--- src/srs_pkg.sv ---
// Constants, types and helpers for the supply, reset and start-up controller.
// Assumes a single 125 MHz bus clock; the slow clock is an enable from it.
package srs_pkg;
  // Clock rates and the slow-clock divider
  localparam int CLK_HZ = 125_000_000;
  localparam int SLOW_HZ = 32_768; // 32 kHz slow clock
  localparam int SLOW_DIV = CLK_HZ / SLOW_HZ;
  localparam int DIV_W = 12;
  // Register offsets (byte addresses)
  localparam logic [7:0] OFF_CTRL = 8'h00;
  localparam logic [7:0] OFF_MODE = 8'h04;
  localparam logic [7:0] OFF_CLK = 8'h08;
  localparam logic [7:0] OFF_STAT = 8'h0C;
  localparam logic [7:0] OFF_ISR = 8'h10;
  localparam logic [7:0] OFF_IMR = 8'h14;
  localparam logic [7:0] OFF_WKEN = 8'h18;
  // Control register fields
  localparam int CTRL_SWRST = 0;
  localparam int CTRL_XTAL = 1;
  localparam int CTRL_SEL = 2;
  localparam int CTRL_SLEEP = 3;
  // Supply mode register fields
  localparam int MODE_BODDIS = 0;
  localparam int MODE_SMEN = 1;
  localparam int MODE_TH_LSB = 4;
  localparam int MODE_SMP_LSB = 8;
  // Clock register fields
  localparam int CLK_MCK_LSB = 0;
  localparam int CLK_FRQ_LSB = 2;
  localparam int CLK_T8_LSB = 8;
  localparam int CLK_T12_LSB = 16;
  // Interrupt bit positions
  localparam int IRQ_W = 4;
  localparam int IRQ_BOD = 0;
  localparam int IRQ_SMON = 1;
  localparam int IRQ_WAKE = 2;
  localparam int IRQ_USER = 3;
  // Values after reset, and the reserved frequency code
  localparam logic [1:0] MCK_FAST_RC = 2'h0;
  localparam logic [1:0] FRQ_4MHZ = 2'h0;
  localparam logic [1:0] FRQ_RSVD = 2'h3;
  localparam logic [7:0] TRIM_RST = 8'h00;
  localparam logic [3:0] TH_RST = 4'h0;
  // Counts in slow ticks
  localparam logic [3:0] SEQ_LAST = 4'h3;
  localparam logic [3:0] EXT_PULSE = 4'hA;
  localparam logic [3:0] EXT_GUARD = 4'h2;
  localparam logic [3:0] XTAL_START = 4'hF;
  localparam logic [3:0] SMP_MAX_LOG = 4'hB;
  typedef enum logic [2:0] {CAUSE_GEN, CAUSE_WAKE, CAUSE_WDT, CAUSE_SW, CAUSE_USER} srs_cause_t;
  typedef enum logic [2:0] {S_OFF, S_SWITCH, S_VREG, S_RUN, S_SLEEP} srs_state_t;
  // Sample period mask: active one tick in 2**lg, capped at 2048
  function automatic logic [10:0] srs_smp_mask(input logic [3:0] lg);
    logic [3:0] l;
    l = (lg > SMP_MAX_LOG) ? SMP_MAX_LOG : lg;
    srs_smp_mask = 11'(({11'h0, 1'b1} << l) - 12'h001);
  endfunction
endpackage

--- src/srs_ev_if.sv ---
// Slow tick and slow-domain event levels shared inside the controller.
// Assumes everything runs on pclk; tick is a one-cycle enable.
`timescale 1ns/10ps
interface srs_ev_if;
  logic tick;
  logic io_low;
  logic core_low;
  logic pin_low;
  logic wdt;
  logic smon_low;
  logic [15:0] wake;
  modport div (output tick);
  modport sync (input tick, output io_low, core_low, pin_low, wdt, smon_low, wake);
  modport core (input tick, io_low, core_low, pin_low, wdt, smon_low, wake);
endinterface

--- src/srs_tick_div.sv ---
// Divider making the 32 kHz slow-clock enable from pclk.
// Assumes pclk at the package rate.
`timescale 1ns/10ps
module srs_tick_div (
  input wire logic pclk,
  input wire logic presetn,
  srs_ev_if.div ev
);
  logic [srs_pkg::DIV_W-1:0] cnt_reg;
  wire last = (cnt_reg == srs_pkg::DIV_W'(srs_pkg::SLOW_DIV - 1));

  // Free-running count, tick on wrap
  always_ff @(posedge pclk or negedge presetn) begin
    if (!presetn) begin
      cnt_reg <= '0;
      ev.tick <= 1'b0;
    end else begin
      cnt_reg <= last ? '0 : cnt_reg + 1'b1;
      ev.tick <= last;
    end
  end
endmodule // srs_tick_div

--- src/srs_ev_sync.sv ---
// Synchroniser bringing supply, pin and wake events into the slow domain.
// Assumes raw levels may be asynchronous; levels change only on ticks.
`timescale 1ns/10ps
module srs_ev_sync (
  input wire logic pclk,
  input wire logic presetn,
  input wire logic io_supply_low,
  input wire logic core_supply_low,
  input wire logic ext_rst_pin_in,
  input wire logic wdt_rst_req,
  input wire logic smon_below,
  input wire logic [15:0] wakeup_pins,
  srs_ev_if.sync ev
);
  logic [20:0] s1_reg;
  logic [20:0] s2_reg;
  wire [20:0] raw = {wakeup_pins, smon_below, wdt_rst_req, !ext_rst_pin_in,
                     core_supply_low, io_supply_low};

  // Two flops, then capture on the slow tick
  always_ff @(posedge pclk or negedge presetn) begin
    if (!presetn) begin
      s1_reg <= '0;
      s2_reg <= '0;
      {ev.wake, ev.smon_low, ev.wdt, ev.pin_low, ev.core_low, ev.io_low} <= '0;
    end else begin
      s1_reg <= raw;
      s2_reg <= s1_reg;
      if (ev.tick) begin
        {ev.wake, ev.smon_low, ev.wdt, ev.pin_low, ev.core_low, ev.io_low} <= s2_reg;
      end
    end
  end
endmodule // srs_ev_sync

--- src/srs_top.sv ---
// Supply, reset and slow-clock start-up controller with an APB slave.
// Assumes analog comparators and oscillators outside; one clock, pclk.
`timescale 1ns/10ps
module srs_top (
  input wire logic pclk,
  input wire logic presetn,
  input wire logic [7:0] paddr,
  input wire logic psel,
  input wire logic penable,
  input wire logic pwrite,
  input wire logic [31:0] pwdata,
  output logic [31:0] prdata,
  output logic pready,
  output logic pslverr,
  input wire logic io_supply_low,
  input wire logic core_supply_low,
  input wire logic smon_below,
  input wire logic ext_rst_pin_in,
  output logic ext_rst_pin_out,
  output logic ext_rst_pin_oe,
  input wire logic wdt_rst_req,
  input wire logic [15:0] wakeup_pins,
  output logic [15:0] fast_startup_sources,
  output logic core_rst_n,
  output logic pwr_switch_en,
  output logic vreg_en,
  output logic bod_en,
  output logic smon_active,
  output logic [3:0] smon_thresh,
  output logic xtal_osc_en,
  output logic rc_slow_en,
  output logic slow_clk_sel,
  output logic [1:0] mck_src,
  output logic [1:0] fast_rc_freq,
  output logic [7:0] fast_rc_trim,
  output logic irq
);
  srs_ev_if ev ();

  srs_tick_div u_div (
    .pclk(pclk),
    .presetn(presetn),
    .ev(ev)
  );

  srs_ev_sync u_sync (
    .pclk(pclk),
    .presetn(presetn),
    .io_supply_low(io_supply_low),
    .core_supply_low(core_supply_low),
    .ext_rst_pin_in(ext_rst_pin_in),
    .wdt_rst_req(wdt_rst_req),
    .smon_below(smon_below),
    .wakeup_pins(wakeup_pins),
    .ev(ev)
  );

  srs_pkg::srs_state_t state_reg, state_next;
  srs_pkg::srs_cause_t cause_reg, cause_next;
  logic [3:0] seq_cnt_reg;
  logic [3:0] ext_cnt_reg;
  logic [3:0] xtal_cnt_reg;
  logic [10:0] smp_cnt_reg;
  logic bod_dis_reg, smon_en_reg, xtal_en_reg, sel_req_reg, sel_done_reg;
  logic sw_req_reg, sleep_req_reg;
  logic [3:0] thresh_reg, smp_reg;
  logic [1:0] mck_reg, freq_reg;
  logic [7:0] trim8_reg, trim12_reg;
  logic [15:0] wken_reg;
  logic [srs_pkg::IRQ_W-1:0] isr_reg, imr_reg, isr_next, isr_set;

  // APB decode; one wait state so read data leave a flop
  wire acc = psel & penable;
  wire wr = acc & pready & pwrite;
  wire hit_ctrl = (paddr == srs_pkg::OFF_CTRL);
  wire hit_mode = (paddr == srs_pkg::OFF_MODE);
  wire hit_clk = (paddr == srs_pkg::OFF_CLK);
  wire hit_stat = (paddr == srs_pkg::OFF_STAT);
  wire hit_isr = (paddr == srs_pkg::OFF_ISR);
  wire hit_imr = (paddr == srs_pkg::OFF_IMR);
  wire hit_wken = (paddr == srs_pkg::OFF_WKEN);
  wire hit = hit_ctrl | hit_mode | hit_clk | hit_stat | hit_isr | hit_imr | hit_wken;
  wire wr_ctrl = wr & hit_ctrl;
  wire wr_mode = wr & hit_mode;
  wire wr_clk = wr & hit_clk;

  wire xtal_ready = (xtal_cnt_reg == srs_pkg::XTAL_START);

  // Read views
  wire [31:0] mode_view = {20'h0_0000, smp_reg, thresh_reg, 2'b00, smon_en_reg, bod_dis_reg};
  wire [31:0] clk_view = {8'h00, trim12_reg, trim8_reg, 4'h0, freq_reg, mck_reg};
  wire [31:0] stat_view = {24'h00_0000, (state_reg == srs_pkg::S_RUN), !bod_dis_reg,
                           ev.smon_low, xtal_ready, sel_done_reg, cause_reg};
  wire [31:0] ctrl_view = {28'h000_0000, sleep_req_reg, sel_req_reg, xtal_en_reg, sw_req_reg};
  wire [31:0] rd_mux = hit_ctrl ? ctrl_view :
                       hit_mode ? mode_view :
                       hit_clk ? clk_view :
                       hit_stat ? stat_view :
                       hit_isr ? {28'h000_0000, isr_reg} :
                       hit_imr ? {28'h000_0000, imr_reg} :
                       hit_wken ? {16'h0000, wken_reg} : 32'h0000_0000;

  // Slow-domain decisions, all gated by the tick
  wire tick = ev.tick;
  wire in_run = (state_reg == srs_pkg::S_RUN);
  wire step_done = (seq_cnt_reg == srs_pkg::SEQ_LAST);
  wire bod_hit = ev.core_low & !bod_dis_reg;
  wire user_hit = ev.pin_low & (ext_cnt_reg == 4'h0);
  wire [15:0] wake_hit = ev.wake & wken_reg;
  wire rst_req = ev.wdt | sw_req_reg | user_hit;
  wire run_rst = tick & in_run & !ev.io_low & !bod_hit & rst_req;
  wire sw_take = run_rst & !ev.wdt & sw_req_reg;
  wire go_sleep = tick & in_run & !ev.io_low & !bod_hit & !rst_req & sleep_req_reg;
  wire [10:0] smp_mask = srs_pkg::srs_smp_mask(smp_reg);
  wire smon_on = smon_en_reg & ((smp_cnt_reg & smp_mask) == 11'h000);
  wire frq_ok = (pwdata[srs_pkg::CLK_FRQ_LSB +: 2] != srs_pkg::FRQ_RSVD);

  // Start-up, reset and sleep sequencing
  always_comb begin
    state_next = state_reg;
    cause_next = cause_reg;
    if (tick) begin
      if (ev.io_low) begin
        state_next = srs_pkg::S_OFF;
        cause_next = srs_pkg::CAUSE_GEN;
      end else begin
        case (state_reg)
          srs_pkg::S_OFF: state_next = srs_pkg::S_SWITCH;
          srs_pkg::S_SWITCH: begin
            if (step_done) state_next = srs_pkg::S_VREG;
          end
          srs_pkg::S_VREG: begin
            if (step_done) state_next = srs_pkg::S_RUN;
          end
          srs_pkg::S_RUN: begin
            if (bod_hit) begin
              state_next = srs_pkg::S_VREG;
              cause_next = srs_pkg::CAUSE_GEN;
            end else if (ev.wdt) begin
              state_next = srs_pkg::S_VREG;
              cause_next = srs_pkg::CAUSE_WDT;
            end else if (sw_req_reg) begin
              state_next = srs_pkg::S_VREG;
              cause_next = srs_pkg::CAUSE_SW;
            end else if (user_hit) begin
              state_next = srs_pkg::S_VREG;
              cause_next = srs_pkg::CAUSE_USER;
            end else if (sleep_req_reg) begin
              state_next = srs_pkg::S_SLEEP;
            end
          end
          srs_pkg::S_SLEEP: begin
            if (|wake_hit) begin
              state_next = srs_pkg::S_SWITCH;
              cause_next = srs_pkg::CAUSE_WAKE;
            end
          end
          default: state_next = srs_pkg::S_OFF;
        endcase
      end
    end
  end

  // Event flags; a set in the clearing cycle wins
  assign isr_set = {run_rst & !ev.wdt & !sw_req_reg,
                    tick & (state_reg == srs_pkg::S_SLEEP) & !ev.io_low & (|wake_hit),
                    tick & smon_active & ev.smon_low,
                    tick & in_run & bod_hit};
  assign isr_next = (isr_reg & ~((wr & hit_isr) ? pwdata[srs_pkg::IRQ_W-1:0] : '0)) | isr_set;

  // State, cause and slow counters; cause kept over core loss
  always_ff @(posedge pclk or negedge presetn) begin
    if (!presetn) begin
      state_reg <= srs_pkg::S_OFF;
      cause_reg <= srs_pkg::CAUSE_GEN;
      seq_cnt_reg <= 4'h0;
      smp_cnt_reg <= 11'h000;
    end else begin
      state_reg <= state_next;
      cause_reg <= cause_next;
      if (state_next != state_reg) seq_cnt_reg <= 4'h0;
      else if (tick) seq_cnt_reg <= seq_cnt_reg + 4'h1;
      if (tick) smp_cnt_reg <= smp_cnt_reg + 11'h001;
    end
  end

  // Reset pin pulse; the guard ticks mask our own echo
  always_ff @(posedge pclk or negedge presetn) begin
    if (!presetn) begin
      ext_cnt_reg <= 4'h0;
    end else if (run_rst) begin
      ext_cnt_reg <= srs_pkg::EXT_PULSE;
    end else if (tick && ext_cnt_reg != 4'h0) begin
      ext_cnt_reg <= ext_cnt_reg - 4'h1;
    end
  end

  // Requests from software, consumed on a tick
  always_ff @(posedge pclk or negedge presetn) begin
    if (!presetn) begin
      sw_req_reg <= 1'b0;
      sleep_req_reg <= 1'b0;
    end else begin
      sw_req_reg <= (sw_req_reg & !sw_take) | (wr_ctrl & pwdata[srs_pkg::CTRL_SWRST]);
      sleep_req_reg <= (sleep_req_reg & !go_sleep) | (wr_ctrl & pwdata[srs_pkg::CTRL_SLEEP]);
    end
  end

  // Configuration; only the I/O supply reset clears it
  always_ff @(posedge pclk or negedge presetn) begin
    if (!presetn) begin
      {bod_dis_reg, smon_en_reg, thresh_reg, smp_reg} <= {2'b00, srs_pkg::TH_RST, 4'h0};
      {mck_reg, freq_reg} <= {srs_pkg::MCK_FAST_RC, srs_pkg::FRQ_4MHZ};
      {trim8_reg, trim12_reg} <= {srs_pkg::TRIM_RST, srs_pkg::TRIM_RST};
      {xtal_en_reg, sel_req_reg, wken_reg, imr_reg} <= '0;
    end else if (ev.io_low) begin
      {bod_dis_reg, smon_en_reg, thresh_reg, smp_reg} <= {2'b00, srs_pkg::TH_RST, 4'h0};
      {mck_reg, freq_reg} <= {srs_pkg::MCK_FAST_RC, srs_pkg::FRQ_4MHZ};
      {trim8_reg, trim12_reg} <= {srs_pkg::TRIM_RST, srs_pkg::TRIM_RST};
      {xtal_en_reg, sel_req_reg, wken_reg, imr_reg} <= '0;
    end else begin
      if (wr_mode) begin
        bod_dis_reg <= pwdata[srs_pkg::MODE_BODDIS];
        smon_en_reg <= pwdata[srs_pkg::MODE_SMEN];
        thresh_reg <= pwdata[srs_pkg::MODE_TH_LSB +: 4];
        smp_reg <= pwdata[srs_pkg::MODE_SMP_LSB +: 4];
      end
      if (wr_clk) begin
        mck_reg <= pwdata[srs_pkg::CLK_MCK_LSB +: 2];
        if (frq_ok) freq_reg <= pwdata[srs_pkg::CLK_FRQ_LSB +: 2];
        trim8_reg <= pwdata[srs_pkg::CLK_T8_LSB +: 8];
        trim12_reg <= pwdata[srs_pkg::CLK_T12_LSB +: 8];
      end
      if (wr_ctrl) begin
        xtal_en_reg <= xtal_en_reg | pwdata[srs_pkg::CTRL_XTAL];
        sel_req_reg <= sel_req_reg | pwdata[srs_pkg::CTRL_SEL];
      end
      if (wr & hit_wken) wken_reg <= pwdata[15:0];
      if (wr & hit_imr) imr_reg <= pwdata[srs_pkg::IRQ_W-1:0];
    end
  end

  // Crystal start count and one-way switch of the slow clock
  always_ff @(posedge pclk or negedge presetn) begin
    if (!presetn) begin
      xtal_cnt_reg <= 4'h0;
      sel_done_reg <= 1'b0;
    end else if (ev.io_low) begin
      xtal_cnt_reg <= 4'h0;
      sel_done_reg <= 1'b0;
    end else if (tick) begin
      if (xtal_en_reg && !xtal_ready) xtal_cnt_reg <= xtal_cnt_reg + 4'h1;
      if (sel_req_reg && xtal_ready) sel_done_reg <= 1'b1;
    end
  end

  // Interrupt status and APB answer
  always_ff @(posedge pclk or negedge presetn) begin
    if (!presetn) begin
      isr_reg <= '0;
      pready <= 1'b0;
      pslverr <= 1'b0;
      prdata <= 32'h0000_0000;
    end else begin
      isr_reg <= isr_next;
      pready <= acc & !pready;
      pslverr <= acc & !pready & !hit; // Unmapped answers with an error
      if (acc && !pready) prdata <= rd_mux;
    end
  end

  // Outputs, all from flops, following the next state
  always_ff @(posedge pclk or negedge presetn) begin
    if (!presetn) begin
      {pwr_switch_en, vreg_en, core_rst_n} <= 3'b000;
      {ext_rst_pin_out, ext_rst_pin_oe} <= 2'b00;
      {bod_en, smon_active, xtal_osc_en, slow_clk_sel} <= 4'b1000;
      rc_slow_en <= 1'b1;
      smon_thresh <= srs_pkg::TH_RST;
      mck_src <= srs_pkg::MCK_FAST_RC;
      fast_rc_freq <= srs_pkg::FRQ_4MHZ;
      fast_rc_trim <= srs_pkg::TRIM_RST;
      fast_startup_sources <= 16'h0000;
      irq <= 1'b0;
    end else begin
      pwr_switch_en <= (state_next == srs_pkg::S_SWITCH) || (state_next == srs_pkg::S_VREG)
                       || (state_next == srs_pkg::S_RUN);
      vreg_en <= (state_next == srs_pkg::S_VREG) || (state_next == srs_pkg::S_RUN);
      core_rst_n <= (state_next == srs_pkg::S_RUN);
      ext_rst_pin_out <= 1'b0; // Open drain: only ever pulls low
      ext_rst_pin_oe <= (ext_cnt_reg > srs_pkg::EXT_GUARD);
      bod_en <= !bod_dis_reg;
      smon_active <= tick ? smon_on : (smon_active & smon_en_reg); // Off at once
      smon_thresh <= thresh_reg;
      xtal_osc_en <= xtal_en_reg | sel_done_reg;
      rc_slow_en <= !sel_done_reg;
      slow_clk_sel <= sel_done_reg;
      mck_src <= mck_reg;
      fast_rc_freq <= freq_reg;
      fast_rc_trim <= (freq_reg == 2'h1) ? trim8_reg :
                      (freq_reg == 2'h2) ? trim12_reg : srs_pkg::TRIM_RST;
      fast_startup_sources <= wake_hit;
      irq <= |(isr_next & imr_reg);
    end
  end
endmodule // srs_top

--- config.mk ---
export PLATFORM = sky130hd
export DESIGN_NAME = srs_top
export DESIGN_NICKNAME = d
export VERILOG_FILES = /design/src/srs_pkg.sv /design/src/srs_ev_if.sv /design/src/srs_tick_div.sv /design/src/srs_ev_sync.sv /design/src/srs_top.sv
export SDC_FILE = /design/constraint.sdc
export NUM_CORES = 1
export LEC_CHECK = 0
export BUFFER_PORTS_ARGS = -buffer_cell sky130_fd_sc_hd__buf_2
export CORE_MARGIN = 8
export CORE_UTILIZATION = 50
export CTS_CLUSTER_SIZE = 24
export DETAILED_ROUTE_END_ITERATION = 8
export PLACE_DENSITY = 0.75
export SLEW_MARGIN = 20
export SYNTH_ARGS = -nofsm -noshare
export SYNTH_HDL_FRONTEND = slang
export SYNTH_HIERARCHICAL = 1
export SYNTH_SLANG_ARGS = --single-unit
--- constraint.sdc ---
create_clock -name pclk -period 2.5 [get_ports pclk]
set_input_delay 0.375 -clock pclk [delete_from_list [all_inputs] [get_ports pclk]]
set_output_delay 0.375 -clock pclk [all_outputs]
set_load 0.01 [all_outputs]
==> metrics <==
HP Class in2reg; DR WL/cell 18.45 um; global placer's final weighted congestion 0.8673; Crit path buffers/inverters 1; max reg flops 24; Multi-input gate area 3483 um^2; fin cells 1,262; slew of the pin with the lowest slew margin 669.7 ps; Crit. End Element flip-flop; crit path DAT 2650 ps; Rows 50; Comb power frac 3.8%; Post-DRT Antenna Nets 0; Post-synth EDFFs 0; Leakage 0.005577 uW; IO Port Bufs 125; largest net degree at the start of global routing 77; slowest cell delay on critical path 560 ps; io pins 143; gr usage total 19.68%; layout cells sized above 1 24.73%; sequential area share after synthesis 60.50%; post-route cell area 11,620 um^2; setup tns final 0 ps; vias in the first global route 7,125; Setup CP Type reg2reg; sequential power share 49.2%; vias per cell 5.558; most frequent cells in the layout dfrtp_1 (228), nand2_1 (136), buf_2 (124); crit path cell chain and2_1 > or4_1 > nor4_2 > buf_4 > o2bb2ai_1 > mux2_2; Min Hold Slack 21.68 ps; post-layout minimum cycle time 2260 ps; initial antenna violation count 3; mapped cell area 9600 um^2; # DRC 0; CTS clk-pin slew, worst paths 60 ps; hold_sp ext_rst_pin_in; DIE HEIGHT 154.6 um; FF+latch count, synth 232; H-tree levels 1; core area 18,770 um^2; critical path startpoint category flip-flop; synth warn 6; Starting Density 51.15%; worst-path fanout max 6; Placed Instances 1,196; required time of the critical path 2890 ps; Synth area leader dfrtp_1; Detailed Route Iter0 Violations 687; Switching Fraction 21.16%; FF/Latch Area 5811 um^2; clock share of power 47.0%; clock latency on the worst-skew pair 520 ps; total wire length 23.28 mm; worst reg-to-reg setup slack 240 ps; first-pass GRT wire length 38.03 mm; die area 23,890 um^2; Placed Area 10,590 um^2; CTS root buf clkbuf_16; Gate Count Post-Synth 852; asr flop ratio synth 100.0%; Fill cells 1,556; pwr dens 670.4 nW/um^2; worst flop-to-flop path startpoint wken_reg[11]; Synth cell types 63; TritonCTS Buffers 24; Switch Pwr 1649 uW; CP max-delay cell or4_1; status completed; commonest non-fill, non-tap cell in the layout dfrtp_1; ranking of synthesized cells by area dfrtp_1 (60%), nand2_1 (5.3%), a21oi_1 (3.2%); Crit path max-delay family simple AND/OR/NAND/NOR gates; Synth Flop Type dfrtp_1; average size of a mapped cell 11.27 um^2; CTS tree done; Area Growth Syn to Fin 21.06%; die width 154.6 um; Hold Vio Cnt, Final 0; Post CTS Setup Buffer Count 0; Synth top area share 59.95%; CTS Buffer Depth 3; via count 7,014; Crit. Startpoint wken_reg[11]; final net count 1,084; clock sinks 232; Worst Clk Skew 25.75 ps; Max Clk Rate 0.4424 GHz; worst relative slew slack 55.26%; RSZ-0062 raised after global routing no; Max VDD drop 574.9 uV; crit share post-route 90.41%; Pint 6143 uW; first-pass iteration count of the detailed router 6; Final Setup Violations 0; max-cap violations 0; Pins Over Slew Limit 0; GR Overflow Total 0; hpwl dp 16.19 mm; post-CTS sizing 0
-- cell usage after synthesis, types with 6 or more instances --
library cell / number
a21oi_1: 62
a21oi_2: 10
a221oi_1: 7
a22o_1: 11
a22oi_1: 10
and2_1: 19
buf_4: 10
clkbuf_1: 32
dfrtp_1: 230
ha_1: 9
inv_1: 21
mux2_2: 6
mux2_4: 20
mux2i_1: 6
nand2_1: 136
nand3_1: 33
nand4_1: 10
nor2_1: 47
nor2b_1: 6
nor3_1: 11
nor4_1: 7
o21ai_0: 22
or4_1: 7
xnor2_1: 14
xor2_1: 10
-- layer usage --
| layer | wire length, um | global-route usage [%] | up-vias |
|---|---|---|---|
| met2 | 10810 | 30.92 | 248 |
| met3 | 1532 | 3.817 | 54 |
| met4 | 757 | 7.373 | 4 |
| met1 | 10160 | 26.69 | 3432 |
| li1 | - | - | 3276 |
| met5 | 20 | 0 | - |
-- stage by stage --
step                      setup slack (ps)  utilization [%]  power [uW]
final                                239.8            61.93        7792
after detailed placement             109.8            56.45        4176
after global placement               142.9            56.45        4168
after CTS                            201.4            61.91        7875
after global routing                 142.9            61.93        8055
after floorplan                      306.3                -        3992
-- worst paths after layout --
check	endpoint	depth (start not counted)
max in group asynchronous	rc_slow_en	3
max	cause_reg[0]	6
min	u_sync/s1_reg[2]	2
min in group asynchronous	u_div/cnt_reg[2]	2
max reg2reg	cause_reg[0]	6
min reg2reg	u_sync/s2_reg[9]	0
-- what timing repair did --
item | in CTS | in global routing
hold buffers | 21 | 0
hold endpoints to repair | 91 | 0
endpoints found under the setup margin | 0 | 0
-- power groups by stage --
stage,clock (uW),combinational [uW],sequential (uW)
CTS,3740,301,3830
floorplan,0,88.8,3900
global placement,0,272,3900
detailed placement,0,276,3900
finish,3660,296,3830
global route,3890,330,3840
-- final cells by class --
cell class / count / area share [%]
multi-input combinational: 555 / 29.97
antenna: 1 / 0.02153
inverter: 21 / 0.6782
sequential: 232 / 49.99
tap: 234 / 2.519
clock inverter: 11 / 1.475
timing repair buffer: 175 / 9.797
clock buffer: 33 / 5.544
-- worst reg2reg max path: cells and delay by family, from the launching register on --
kind	cells	cell delay, ps
buffers and inverters	1	220
flip-flops	1	420
AO/OA/AOI/OAI	1	120
multiplexers	1	290
AND/OR/NAND/NOR	3	1070
-- cell families (layout without fill, tap and decap cells) --
kind of cell             after synthesis  after routing  share of synthesized area (%)
AO/OA/AOI/OAI                        163            163                          11.21
XOR/XNOR                              24             24                          2.189
adder cells (fa/ha/maj)                9              9                          1.173
buffers and inverters                 73            240                          3.662
flip-flops                           232            232                          60.50
multiplexers                          32             32                          4.457
other                                  1             10                        0.03906
AND/OR/NAND/NOR                      318            318                          16.77
(Power assumes the default switching activity.)
